File: config.mk
export PLATFORM = sky130hd
export DESIGN_NAME = octet_decoder
export DESIGN_NICKNAME = d
export VERILOG_FILES = /design/src/inc/octet_pkg.sv /design/src/rtl/octet_decoder.sv /design/src/rtl/port_arbiter.sv
export SDC_FILE = /design/constraint.sdc
export NUM_CORES = 1
export LEC_CHECK = 0
export BUFFER_PORTS_ARGS = -buffer_cell sky130_fd_sc_hd__buf_4
export CAP_MARGIN = 15
export CORE_ASPECT_RATIO = 1.5
export CORE_UTILIZATION = 57
export CTS_CLUSTER_SIZE = 30
export DETAILED_ROUTE_END_ITERATION = 12
export PLACE_DENSITY = 0.81
export SYNTH_ARGS = -nofsm -noshare
export SYNTH_HDL_FRONTEND = slang
export SYNTH_HIERARCHICAL = 1
export SYNTH_SLANG_ARGS = --single-unit
File: constraint.sdc
create_clock -name pclk -period 2.9 [get_ports pclk]
set_clock_uncertainty 0.15 [all_clocks]
set_input_delay 0.145 -clock pclk [delete_from_list [all_inputs] [get_ports pclk]]
set_output_delay 0.145 -clock pclk [all_outputs]
set_load 0.03 [all_outputs]
File: src/inc/octet_pkg.sv
/*
 Constants and phase codes for the octet decoder and its arbiter.
 Assumes the slave reports its phase and strobes each octet.
*/
// Overview of operation
// - Top bit zero: matching slave answers selection
// - Priority hold keeps port allegiance after deselection
// - Priority select preempts unless another holds
// - Simultaneous priority selects: one connects, others busy
// - Priority select ends other established selections
// - Both bits preempt unless prior both-bit holder
// - Both-bit allegiance ends on later plain selection
// - Unsupported option bits: never acknowledge selection
// - Facility octet: slave and facility addresses decoded
// - No facility support: never acknowledge facility octet
// - Invalid facility reported in slave status
// - Select status drives only own address bit
// - Unknown bus control: transfer ends without data
// - Bus acknowledge: stable zero with correct parity
// - Slave status: bit7 success, bit6 parity error
// - Interrupt poll: busy, ready, powered answer address
// - Power fail: wind down first, then answer
// - Class poll bits 2,1,0 map classes 3,2,1
// - Several conditions polled: answer on any match
// - Top bit set, low bits nonzero: facility poll
// - Range bit picks facilities 0-7 or 8-15
package octet_pkg;
    // Register byte offsets
    localparam logic [7:0] REG_CFG = 8'h00;
    localparam logic [7:0] REG_FAC_VALID = 8'h04;
    localparam logic [7:0] REG_DEV = 8'h08;
    localparam logic [7:0] REG_FAC_LO = 8'h0C;
    localparam logic [7:0] REG_FAC_HI = 8'h10;
    localparam logic [7:0] REG_CTL_OK = 8'h14;
    localparam logic [7:0] REG_STATUS = 8'h18;
    // Field positions in CFG and DEV
    localparam int CFG_OPT_LSB = 4;
    localparam int CFG_FAC_EN = 8;
    localparam int CFG_HOLD_CLR = 9;
    localparam int DEV_READY = 0;
    localparam int DEV_PON = 1;
    localparam int DEV_BUSY = 2;
    localparam int DEV_CLS_LSB = 3;
    localparam int DEV_PREV_OK = 6;
    localparam int DEV_VEND_LSB = 8;
    localparam int DEV_PF_DONE = 14;
    // Octet bit positions
    localparam int OCT_TOP = 7;
    localparam int OCT_ADDR_LSB = 4;
    localparam int OCT_HOLD = 1;
    localparam int OCT_PSEL = 0;
    localparam int OCT_RANGE = 3;
    localparam int OCT_OK = 7;
    localparam int OCT_PERR = 6;
    localparam int SS_INVAL = 0;
    // Reset values
    localparam logic [2:0] RST_ADDR = 3'h0;
    localparam logic [3:0] RST_OPT = 4'h3;
    localparam logic [15:0] RST_FAC_VALID = 16'hFFFF;
    localparam logic [3:0] RST_CTL_OK = 4'hF;
    // Odd parity: parity bit makes the nine-bit count odd
    localparam logic PAR_ODD = 1'b1;
    // Interface state as seen by this block
    typedef enum logic [2:0] {PH_IDLE, PH_SEL_STATUS, PH_SLV_STATUS, PH_BUSACK,
        PH_REQUEST, PH_REQUACK} phase_t;
endpackage : octet_pkg

File: src/rtl/octet_decoder.sv
/*
 Slave octet decoder forming BUS B responses, set up over APB.
 Assumes the surrounding slave sequences states and reports the phase.
*/
`timescale 1ns/1ps
`default_nettype none
module octet_decoder
    import octet_pkg::*;
#(
    parameter int NPORTS = 2,
    parameter int IW = 1
)(
    input wire logic pclk, // Clock, 100 MHz
    input wire logic presetn, // Async reset, low
    input wire logic psel, // APB select
    input wire logic penable, // APB enable
    input wire logic pwrite, // APB direction
    input wire logic [7:0] paddr, // APB byte address
    input wire logic [31:0] pwdata, // APB write data
    output logic [31:0] prdata, // APB read data
    output logic pready, // APB ready
    output logic pslverr, // APB error on unmapped address
    input wire logic [NPORTS-1:0] sel_out, // Selection active per port
    input wire logic [NPORTS-1:0] sel_state, // Port in SELECT state
    input wire logic [8*NPORTS-1:0] sel_octet, // Selection octet per port
    input wire logic [7:0] bus_a, // BUS A of connected port
    input wire logic bus_a_par, // BUS A parity
    input wire logic mstat_stb, // Master status octet valid
    input wire logic busctl_stb, // Bus control octet valid
    input wire logic req_stb, // Request octet valid
    input wire logic data_perr, // Outbound data parity error
    input wire phase_t bus_phase, // Current interface phase
    output logic [7:0] bus_b_out, // BUS B drive value
    output logic [7:0] bus_b_oe, // BUS B per-bit enable
    output logic bus_b_par_out, // BUS B parity value
    output logic bus_b_par_oe, // BUS B parity enable
    output logic [NPORTS-1:0] port_ack, // Selection acknowledge
    output logic [NPORTS-1:0] port_busy, // Busy per port
    output logic [NPORTS-1:0] port_drop, // Selection terminated
    output logic no_xfer, // End next transfer with no data
    output logic pfail_alert // Power fail wind-down needed
);
    // Software-written control
    logic [2:0] cfg_addr; // Own slave address
    logic [3:0] opt_mask; // Supported option bits
    logic fac_en; // Facility selection supported
    logic hold_clr; // One-cycle reset action
    logic [15:0] fac_valid; // Valid facility numbers
    logic dev_ready; // Ready for use
    logic dev_pon; // Power on
    logic dev_busy; // Busy by the device
    logic [2:0] cls_pend; // Pending classes 3..1
    logic prev_ok; // Previous transfer ok
    logic [4:0] vend; // Vendor status bits 5..1
    logic [47:0] fac_int; // Three class bits per facility
    logic [3:0] ctl_ok; // Recognised control codes
    // Block state
    logic [7:0] mstat_last; // Last master status
    logic [7:0] req_oct; // Last request octet
    logic [3:0] fac_sel; // Selected facility
    logic fac_inval; // Facility not valid
    logic ctl_bad; // Control octet not recognised
    logic perr; // Slave-detected parity error
    logic pf_pending; // Wind-down not yet done
    // Arbiter
    logic [NPORTS-1:0] addressed;
    logic [NPORTS-1:0] hold_bit;
    logic [NPORTS-1:0] prio_bit;
    logic take;
    logic [IW-1:0] conn_idx;
    logic hold;
    logic hold_both;
    // Bus glue
    logic wr; // APB write at completion
    logic par_bad; // BUS A parity fails
    logic [7:0] own_bit; // One-hot own address
    logic [7:0] conn_oct; // Octet of connected port
    logic poll_hit; // Interrupt poll matches
    logic fac_req; // Facility poll for us
    logic [7:0] fac_hit; // Facilities answering
    logic [7:0] next_b;
    logic [7:0] next_oe;
    logic next_par;
    logic next_par_oe;
    logic [31:0] rdata;
    logic hit;

    assign wr = psel && penable && pready && pwrite;
    assign par_bad = ~(^{bus_a, bus_a_par} == PAR_ODD);
    assign own_bit = 8'h01 << cfg_addr;
    assign conn_oct = sel_octet[conn_idx*8 +: 8];

    // Per-port selection decode; address match plus option support
    for (genvar p = 0; p < NPORTS; p++)
    begin : g_port
        logic [7:0] oct;
        logic amatch;
        assign oct = sel_octet[p*8 +: 8];
        assign amatch = oct[6:OCT_ADDR_LSB] == cfg_addr;
        assign addressed[p] = amatch && (oct[OCT_TOP] ? fac_en
            : ((oct[3:0] & ~opt_mask) == 4'h0));
        assign hold_bit[p] = !oct[OCT_TOP] && oct[OCT_HOLD];
        assign prio_bit[p] = !oct[OCT_TOP] && oct[OCT_PSEL];
    end

    port_arbiter #(
        .NPORTS(NPORTS),
        .IW(IW)
    ) u_arb (
        .pclk(pclk),
        .presetn(presetn),
        .sel_out(sel_out),
        .sel_state(sel_state),
        .addressed(addressed),
        .hold_bit(hold_bit),
        .prio_bit(prio_bit),
        .hold_clr(hold_clr),
        .grant(port_ack),
        .busy(port_busy),
        .drop(port_drop),
        .take(take),
        .conn_idx(conn_idx),
        .hold(hold),
        .hold_both(hold_both)
    );

    // Facility poll: range bit picks low or high eight facilities
    for (genvar i = 0; i < 8; i++)
    begin : g_fac
        logic [3:0] fidx;
        assign fidx = {req_oct[OCT_RANGE], 3'(i)};
        assign fac_hit[i] = |(fac_int[fidx*3 +: 3] & req_oct[2:0]);
    end

    // Poll match is the OR of every requested condition
    assign poll_hit = !req_oct[OCT_TOP] && |(req_oct[6:0] & {dev_busy | (|port_ack),
        dev_ready, !pf_pending, dev_pon, cls_pend});
    assign fac_req = req_oct[OCT_TOP] && (req_oct[6:OCT_ADDR_LSB] == cfg_addr)
        && (req_oct[3:0] != 4'h0);

    // BUS B contents chosen by phase
    always_comb
    begin
        next_b = 8'h00;
        next_oe = 8'h00;
        next_par = 1'b0;
        next_par_oe = 1'b0;
        case (bus_phase)
            PH_SEL_STATUS:
            begin
                if (|port_ack)
                begin
                    next_b = own_bit;
                    next_oe = own_bit;
                end
            end
            PH_SLV_STATUS:
            begin
                if (|port_ack)
                begin
                    next_b = {prev_ok, perr, vend, fac_inval};
                    next_oe = 8'hFF;
                    next_par = ^next_b ^ PAR_ODD;
                    next_par_oe = 1'b1;
                end
            end
            PH_BUSACK:
            begin
                if (|port_ack)
                begin
                    next_oe = 8'hFF;
                    next_par = PAR_ODD;
                    next_par_oe = 1'b1;
                end
            end
            PH_REQUEST:
            begin
                if (poll_hit)
                begin
                    next_b = own_bit;
                    next_oe = own_bit;
                end
            end
            PH_REQUACK:
            begin
                if (fac_req)
                begin
                    next_b = fac_hit; // Parity left released
                    next_oe = fac_hit;
                end
            end
            default: next_b = 8'h00;
        endcase
    end

    // BUS B registered so it is stable across the phase
    always_ff @(posedge pclk or negedge presetn)
    begin
        if (!presetn)
        begin
            bus_b_out <= 8'h00;
            bus_b_oe <= 8'h00;
            bus_b_par_out <= 1'b0;
            bus_b_par_oe <= 1'b0;
        end
        else
        begin
            bus_b_out <= next_b;
            bus_b_oe <= next_oe;
            bus_b_par_out <= next_par;
            bus_b_par_oe <= next_par_oe;
        end
    end

    // Octets from BUS A; vendor bits are only stored for software
    always_ff @(posedge pclk or negedge presetn)
    begin
        if (!presetn)
        begin
            mstat_last <= 8'h00;
            req_oct <= 8'h00;
            ctl_bad <= 1'b0;
        end
        else
        begin
            if (mstat_stb)
                mstat_last <= bus_a;
            if (req_stb)
                req_oct <= bus_a;
            if (busctl_stb)
                ctl_bad <= !ctl_ok[bus_a[7:6]];
        end
    end
    assign no_xfer = ctl_bad;

    // Facility captured when a facility selection connects
    always_ff @(posedge pclk or negedge presetn)
    begin
        if (!presetn)
        begin
            fac_sel <= 4'h0;
            fac_inval <= 1'b0;
        end
        else if (take)
        begin
            fac_sel <= conn_oct[OCT_TOP] ? conn_oct[3:0] : 4'h0;
            fac_inval <= conn_oct[OCT_TOP] && !fac_valid[conn_oct[3:0]];
        end
    end

    // Parity error held until reported; a new error beats the clear
    always_ff @(posedge pclk or negedge presetn)
    begin
        if (!presetn)
            perr <= 1'b0;
        else if (((mstat_stb || busctl_stb) && par_bad) || data_perr)
            perr <= 1'b1;
        else if (bus_phase == PH_SLV_STATUS)
            perr <= 1'b0;
    end

    // Power fail: raised by the poll, cleared by software once wound down
    always_ff @(posedge pclk or negedge presetn)
    begin
        if (!presetn)
            pf_pending <= 1'b0;
        else if (req_stb && !bus_a[OCT_TOP] && bus_a[4])
            pf_pending <= 1'b1;
        else if (wr && paddr == REG_DEV && pwdata[DEV_PF_DONE])
            pf_pending <= 1'b0;
    end
    assign pfail_alert = pf_pending;

    // Software registers
    always_ff @(posedge pclk or negedge presetn)
    begin
        if (!presetn)
        begin
            cfg_addr <= RST_ADDR;
            opt_mask <= RST_OPT;
            fac_en <= 1'b0;
            hold_clr <= 1'b0;
            fac_valid <= RST_FAC_VALID;
            {dev_ready, dev_pon, dev_busy, cls_pend, prev_ok, vend} <= '0;
            fac_int <= '0;
            ctl_ok <= RST_CTL_OK;
        end
        else
        begin
            hold_clr <= wr && paddr == REG_CFG && pwdata[CFG_HOLD_CLR];
            if (wr)
            begin
                case (paddr)
                    REG_CFG:
                    begin
                        cfg_addr <= pwdata[2:0];
                        opt_mask <= pwdata[CFG_OPT_LSB +: 4];
                        fac_en <= pwdata[CFG_FAC_EN];
                    end
                    REG_FAC_VALID: fac_valid <= pwdata[15:0];
                    REG_DEV:
                    begin
                        dev_ready <= pwdata[DEV_READY];
                        dev_pon <= pwdata[DEV_PON];
                        dev_busy <= pwdata[DEV_BUSY];
                        cls_pend <= pwdata[DEV_CLS_LSB +: 3];
                        prev_ok <= pwdata[DEV_PREV_OK];
                        vend <= pwdata[DEV_VEND_LSB +: 5];
                    end
                    REG_FAC_LO: fac_int[23:0] <= pwdata[23:0];
                    REG_FAC_HI: fac_int[47:24] <= pwdata[23:0];
                    REG_CTL_OK: ctl_ok <= pwdata[3:0];
                    default: ctl_ok <= ctl_ok;
                endcase
            end
        end
    end

    // Read mux
    always_comb
    begin
        rdata = 32'h0000_0000;
        hit = 1'b1;
        case (paddr)
            REG_CFG: rdata = {23'h0, fac_en, opt_mask, 1'b0, cfg_addr};
            REG_FAC_VALID: rdata = {16'h0, fac_valid};
            REG_DEV: rdata = {19'h0, vend, 1'b0, prev_ok, cls_pend, dev_busy,
                dev_pon, dev_ready};
            REG_FAC_LO: rdata = {8'h0, fac_int[23:0]};
            REG_FAC_HI: rdata = {8'h0, fac_int[47:24]};
            REG_CTL_OK: rdata = {28'h0, ctl_ok};
            REG_STATUS: rdata = {8'h00, fac_sel, perr, fac_inval, ctl_bad, pf_pending,
                mstat_last, 3'h0, hold_both, hold, |port_ack, 2'(conn_idx)};
            default: hit = 1'b0;
        endcase
    end

    // APB slave: one access cycle, data and error registered in setup
    always_ff @(posedge pclk or negedge presetn)
    begin
        if (!presetn)
        begin
            pready <= 1'b0;
            prdata <= 32'h0000_0000;
            pslverr <= 1'b0;
        end
        else
        begin
            pready <= psel && !penable;
            if (psel && !penable)
            begin
                prdata <= pwrite ? 32'h0000_0000 : rdata;
                pslverr <= !hit;
            end
        end
    end
endmodule : octet_decoder
`default_nettype wire

File: src/rtl/port_arbiter.sv
/*
 Port arbiter: picks which port owns the slave and tracks priority hold.
 Assumes per-port selection attempts already decoded by the caller.
*/
`timescale 1ns/1ps
`default_nettype none
module port_arbiter
    import octet_pkg::*;
#(
    parameter int NPORTS = 2,
    parameter int IW = 1
)(
    input wire logic pclk, // Clock
    input wire logic presetn, // Async reset, low
    input wire logic [NPORTS-1:0] sel_out, // Selection active per port
    input wire logic [NPORTS-1:0] sel_state, // Port in SELECT state
    input wire logic [NPORTS-1:0] addressed, // Octet addresses this slave
    input wire logic [NPORTS-1:0] hold_bit, // Priority hold requested
    input wire logic [NPORTS-1:0] prio_bit, // Priority select requested
    input wire logic hold_clr, // Reset action releases hold
    output logic [NPORTS-1:0] grant, // Connected port
    output logic [NPORTS-1:0] busy, // Busy indication
    output logic [NPORTS-1:0] drop, // Abrupt end of old selection
    output logic take, // New connection pulse
    output logic [IW-1:0] conn_idx, // Connected port index
    output logic hold, // Allegiance in effect
    output logic hold_both // Allegiance from both bits
);
    logic [IW-1:0] hold_idx; // Port holding allegiance
    logic [NPORTS-1:0] elig; // Port may connect now
    logic next_take; // A port wins this cycle
    logic [IW-1:0] next_idx; // Winning port
    logic conn; // Some port connected
    logic conn_in_sel; // Connected port still in SELECT

    assign conn = |grant;
    assign conn_in_sel = sel_state[conn_idx];

    // Eligibility per port; hold by another port blocks, both bits only blocked by both
    for (genvar p = 0; p < NPORTS; p++)
    begin : g_elig
        logic blocked;
        assign blocked = hold && (hold_idx != IW'(p))
            && !(hold_bit[p] && prio_bit[p] && !hold_both);
        assign elig[p] = sel_state[p] && addressed[p] && !blocked && !grant[p]
            && (!conn || (prio_bit[p] && !conn_in_sel));
    end

    // Lowest eligible index wins, so simultaneous requests get one winner
    always_comb
    begin
        next_take = 1'b0;
        next_idx = conn_idx;
        for (int p = NPORTS - 1; p >= 0; p--)
        begin
            if (elig[p])
            begin
                next_take = 1'b1;
                next_idx = IW'(p);
            end
        end
    end

    // Connection, preemption and busy answers
    always_ff @(posedge pclk or negedge presetn)
    begin
        if (!presetn)
        begin
            grant <= '0;
            drop <= '0;
            take <= 1'b0;
            conn_idx <= '0;
            busy <= '0;
        end
        else
        begin
            take <= next_take;
            if (next_take)
            begin
                grant <= NPORTS'(1) << next_idx;
                drop <= grant;
                conn_idx <= next_idx;
                busy <= sel_state & addressed & ~(NPORTS'(1) << next_idx);
            end
            else
            begin
                grant <= grant & sel_out; // Deselection frees the port
                drop <= '0;
                busy <= sel_state & addressed & ~grant;
            end
        end
    end

    // Allegiance: each new selection replaces it, reset action clears it
    always_ff @(posedge pclk or negedge presetn)
    begin
        if (!presetn)
        begin
            hold <= 1'b0;
            hold_both <= 1'b0;
            hold_idx <= '0;
        end
        else if (next_take)
        begin
            hold <= hold_bit[next_idx];
            hold_both <= hold_bit[next_idx] & prio_bit[next_idx];
            hold_idx <= next_idx;
        end
        else if (hold_clr)
        begin
            hold <= 1'b0;
            hold_both <= 1'b0;
        end
    end
endmodule : port_arbiter
`default_nettype wire

==> results.md <==
- Result of the run: finished, final reports clean
- H-tree depth reported by CTS: 4
- Worst vdd ir: 0.3809 mV
- Max incr delay on CP: 580 ps
- Power per cell area: 505.1 mW/mm^2
- Clock period minus final worst setup slack: 2666 ps
- Fillers: 980
- Least-Margin Pin Slew: 871.0 ps
- Highest achievable clock rate: 0.3751 GHz
- Clock root buffer master: sky130_fd_sc_hd__clkbuf_16
- Detailed-routing iteration count for the pre-antenna-repair pass: 8
- Netlist Area Pre-Place: 0.008392 mm^2
- Die Span Y: 150.6 um
- # resized after CTS: 0
- DRT antenna net count: 0
- Unrepaired setup endpoints after global routing: false
- Net count, final: 979
- Post-synthesis sequential area ratio: 50.13%
- Clock tree sinks: 167
- Max stage delay cell, worst path: sky130_fd_sc_hd__or4_1
- Arrival @ worst endpoint: 2840 ps
- Worst-case hold slack: 9.632 ps
- Congestion Overflow GR: 0
- Die Footprint: 0.01522 mm^2
- Type of the setup path with the least slack: primary input to register
- Switching Share: 25.43%
- Fraction of synthesis flops using an asynchronous set or reset pin: 100.0%
- Area growth from synthesis to layout: 26.58%
- I/O pin total: 141
- Number of maximum-capacitance violations: 0
- Final weighted congestion in routability-driven placement: 0.9575
- Count of cell types in the netlist: 71
- Via count of the first global-routing pass: 7,245
- Area inside the core boundary: 0.01446 mm^2
- Total routing usage reported by global routing: 34.89%
- Placed wire-length estimate: 17.50 mm
- Lkg Pwr: 0.005057 uW
- Number of warnings printed during yosys synthesis: 6
- Top cell type's share of synthesized area: 43.24%
- Avg Inst Size Synth: 11.54 um^2
- Gate Count Post-Synth: 727
- Die X: 101.1 um
- Number of antenna diodes: 0
- Number of enable-type register cells in the synthesized netlist: 0
- Global-route wire length before repair: 39.07 mm
- Skew-Pair Late Insertion Delay: 430 ps
- Final setup fails: 0
- Detailed Route WL: 25.35 mm
- Number of antenna violations at the first check in global routing: 0
- First-iteration detailed-routing DRC count: 740
- IO buf count: 124
- Post-CTS clock slew at the launch and capture registers of the worst setup and hold paths: 60 ps
- Initial core utilization: 58.04%
- Required time at the endpoint of the critical path: 3070 ps
- Leading post-synthesis cells by cell area: sky130_fd_sc_hd__dfrtp_1 (43%), sky130_fd_sc_hd__mux2_2 (11%), sky130_fd_sc_hd__dfstp_2 (6.9%), sky130_fd_sc_hd__mux2i_1 (3.9%), sky130_fd_sc_hd__mux2_1 (3.6%)
- Total net switching power: 1365 uW
- DRC violations left: 0
- Vias per inst: 6.433
- Biggest area consumer among synthesized cells: sky130_fd_sc_hd__dfrtp_1
- Number of buffers added by the clock tree synthesis step: 17
- Sequence of cells on the critical path: dlygate4sd3_1 > buf_4 > inv_1 > o22ai_1 > nor3_1 > a21oi_1 > nor4_1 > nand2_1 > or4_1 > nor3b_1 > a21bo_1
- Flip-flop cell with the highest count after synthesis: sky130_fd_sc_hd__dfrtp_1
- Nature of the critical path startpoint: primary input
- Part of the cycle the worst path needs: 91.93%
- Internal: 4000 uW
- Layout cell share with drive strength beyond 1: 32.82%
- TritonCTS clock tree: built
- Pin count of the biggest net entering global routing: 92
- Proportion of power drawn by combinational gates: 11.4%
- Overall via count from detail_route: 7,121
- Worst setup EP type: register
- Pins over their slew limit: 0
- Sequential power share: 45.2%
- Placement Rows: 54
- Clock tree buffer depth: 2
- Number of synthesized register bits: 167
- Relative slew slack: 41.93%
- Critical Path Fanout Max: 7
- Routed length per placed instance: 22.90 um
- Final count of hold timing violations: 0
- Total Negative Setup Slacks: 0 ps
- Worst hold path class: primary input to register
- Clock group share of total power: 43.4%
## routing by layer
metal | part of all wire, % | track usage, % | wire [um]
met1 | 36 | 39.63 | 9017
met5 | 0 | 0 | 0
met3 | 7.4 | 7.289 | 1882
met4 | 6.8 | 25.72 | 1722
met2 | 50 | 57.62 | 12730
## final cells by class
cell class,instances,area [um^2],share of cell area (%)
inverters,20,75.07,0.7067
clock inverters,14,171.4,1.614
multi-input cells,498,3885,36.57
repair buffers,194,1610,15.16
flip-flops and latches,167,4207,39.60
well taps,196,245.2,2.309
clock buffers,18,429.2,4.040
## state kept, by name, summed over array words and instances, names as in the netlist, 3 cells and up
register    cells
fac_int        48
cls_pend        3
fac_valid      16
req_oct         8
ctl_ok          4
mstat_last      8
fac_sel         4
prdata         24
cfg_addr        3
vend            5
opt_mask        4
bus_b_oe        8
bus_b_out       8
## placed cells by master (no fill, tap or decap), types with 4 or more instances in the layout
| master | synthesis | layout |
|---|---|---|
| sky130_fd_sc_hd__a21oi_1 | 27 | 27 |
| sky130_fd_sc_hd__a222oi_1 | 16 | 16 |
| sky130_fd_sc_hd__a22o_1 | 20 | 20 |
| sky130_fd_sc_hd__a22oi_1 | 15 | 15 |
| sky130_fd_sc_hd__and2_1 | 4 | 4 |
| sky130_fd_sc_hd__buf_4 | 13 | 141 |
| sky130_fd_sc_hd__clkbuf_16 | 0 | 17 |
| sky130_fd_sc_hd__clkinv_2 | 0 | 4 |
| sky130_fd_sc_hd__conb_1 | 1 | 8 |
| sky130_fd_sc_hd__dfrtp_1 | 145 | 145 |
| sky130_fd_sc_hd__dfstp_2 | 22 | 22 |
| sky130_fd_sc_hd__dlygate4sd3_1 | 0 | 50 |
| sky130_fd_sc_hd__inv_1 | 20 | 20 |
| sky130_fd_sc_hd__mux2_1 | 27 | 27 |
| sky130_fd_sc_hd__mux2_2 | 81 | 81 |
| sky130_fd_sc_hd__mux2i_1 | 33 | 33 |
| sky130_fd_sc_hd__nand2_1 | 50 | 50 |
| sky130_fd_sc_hd__nand3_1 | 22 | 22 |
| sky130_fd_sc_hd__nor2_1 | 30 | 30 |
| sky130_fd_sc_hd__nor3_1 | 9 | 9 |
| sky130_fd_sc_hd__nor3b_1 | 6 | 6 |
| sky130_fd_sc_hd__nor4_1 | 7 | 7 |
| sky130_fd_sc_hd__o21ai_0 | 19 | 19 |
| sky130_fd_sc_hd__o21ai_1 | 10 | 10 |
| sky130_fd_sc_hd__o22ai_1 | 14 | 14 |
| sky130_fd_sc_hd__o2bb2ai_1 | 7 | 7 |
| sky130_fd_sc_hd__xnor2_1 | 15 | 15 |
| sky130_fd_sc_hd__xor2_1 | 9 | 9 |
## cell usage after synthesis (all sizes together) (4+ instances only)
master / number
a21oi: 27
a222oi: 16
a22o: 20
a22oi: 15
and2: 4
buf: 32
clkbuf: 17
dfrtp: 145
dfstp: 22
inv: 20
mux2: 108
mux2i: 34
nand2: 54
nand3: 24
nor2: 32
nor3: 11
nor3b: 6
nor4: 10
o21ai: 29
o22ai: 14
o2bb2ai: 7
xnor2: 15
xor2: 9
## timing repair
action / 4_1_cts / 5_1_grt
endpoints found under the hold margin: 208 / 0
endpoints found under the setup margin: 0 / 0
setup buffers: 0 / 0
hold buffers: 50 / 0
## stage by stage
stage / std cells / util, % / power [uW] / area, um^2 / worst slack, ps
2_1_floorplan: 734 / - / 2720 / 8418 / 489.0
3_3_place_gp: 1025 / 65.85 / 2978 / 9522 / 409.3
3_5_place_dp: 1025 / 65.85 / 2994 / 9522 / 278.9
4_1_cts: 1107 / 73.47 / 5355 / 10620 / 248.3
5_1_grt: 1107 / 73.47 / 5508 / 10620 / 161.2
6_report: 1107 / 73.47 / 5365 / 10620 / 234.1
## worst paths after layout
check | startpoint | end | slack (ps) | cells past startpoint
setup / recovery | sel_octet[11] | u_arb/hold | 230 | 11
hold / removal | bus_phase[2] | bus_b_par_oe | 10 | 3
setup reg to reg | opt_mask[2] | u_arb/hold | 240 | 9
hold reg to reg | fac_valid[14] | fac_valid[14] | 350 | 2
max in group asynchronous | presetn | fac_valid[10] | 1520 | 3
min in group asynchronous | presetn | u_arb/drop[1] | 200 | 2
## worst max-delay path: cells and delay by family
kind                   cells  cell delay (ps)
buffers and inverters      3              760
AND/OR/NAND/NOR            5             1540
AO/OA/AOI/OAI              3              400
## cell families (layout without fill, tap and decap cells)
kind of cell	count (synthesis)	in the layout	share of synthesized area (%)
AO/OA/AOI/OAI	154	154	13.14
XOR/XNOR	24	24	2.505
buffers and inverters	69	246	3.891
flip-flops	167	167	50.13
multiplexers	144	144	19.13
other	1	8	0.04469
AND/OR/NAND/NOR	168	168	11.17
## power groups by stage
| stage | logic (uW) | registers (uW) | clock network (uW) |
|---|---|---|---|
| final | 611 | 2420 | 2330 |
| after global routing | 645 | 2430 | 2440 |
| after CTS | 596 | 2420 | 2340 |
| after detailed placement | 532 | 2460 | 0 |
| after global placement | 518 | 2460 | 0 |
| after floorplan | 275 | 2440 | 0 |
(Power assumes the default switching activity.)
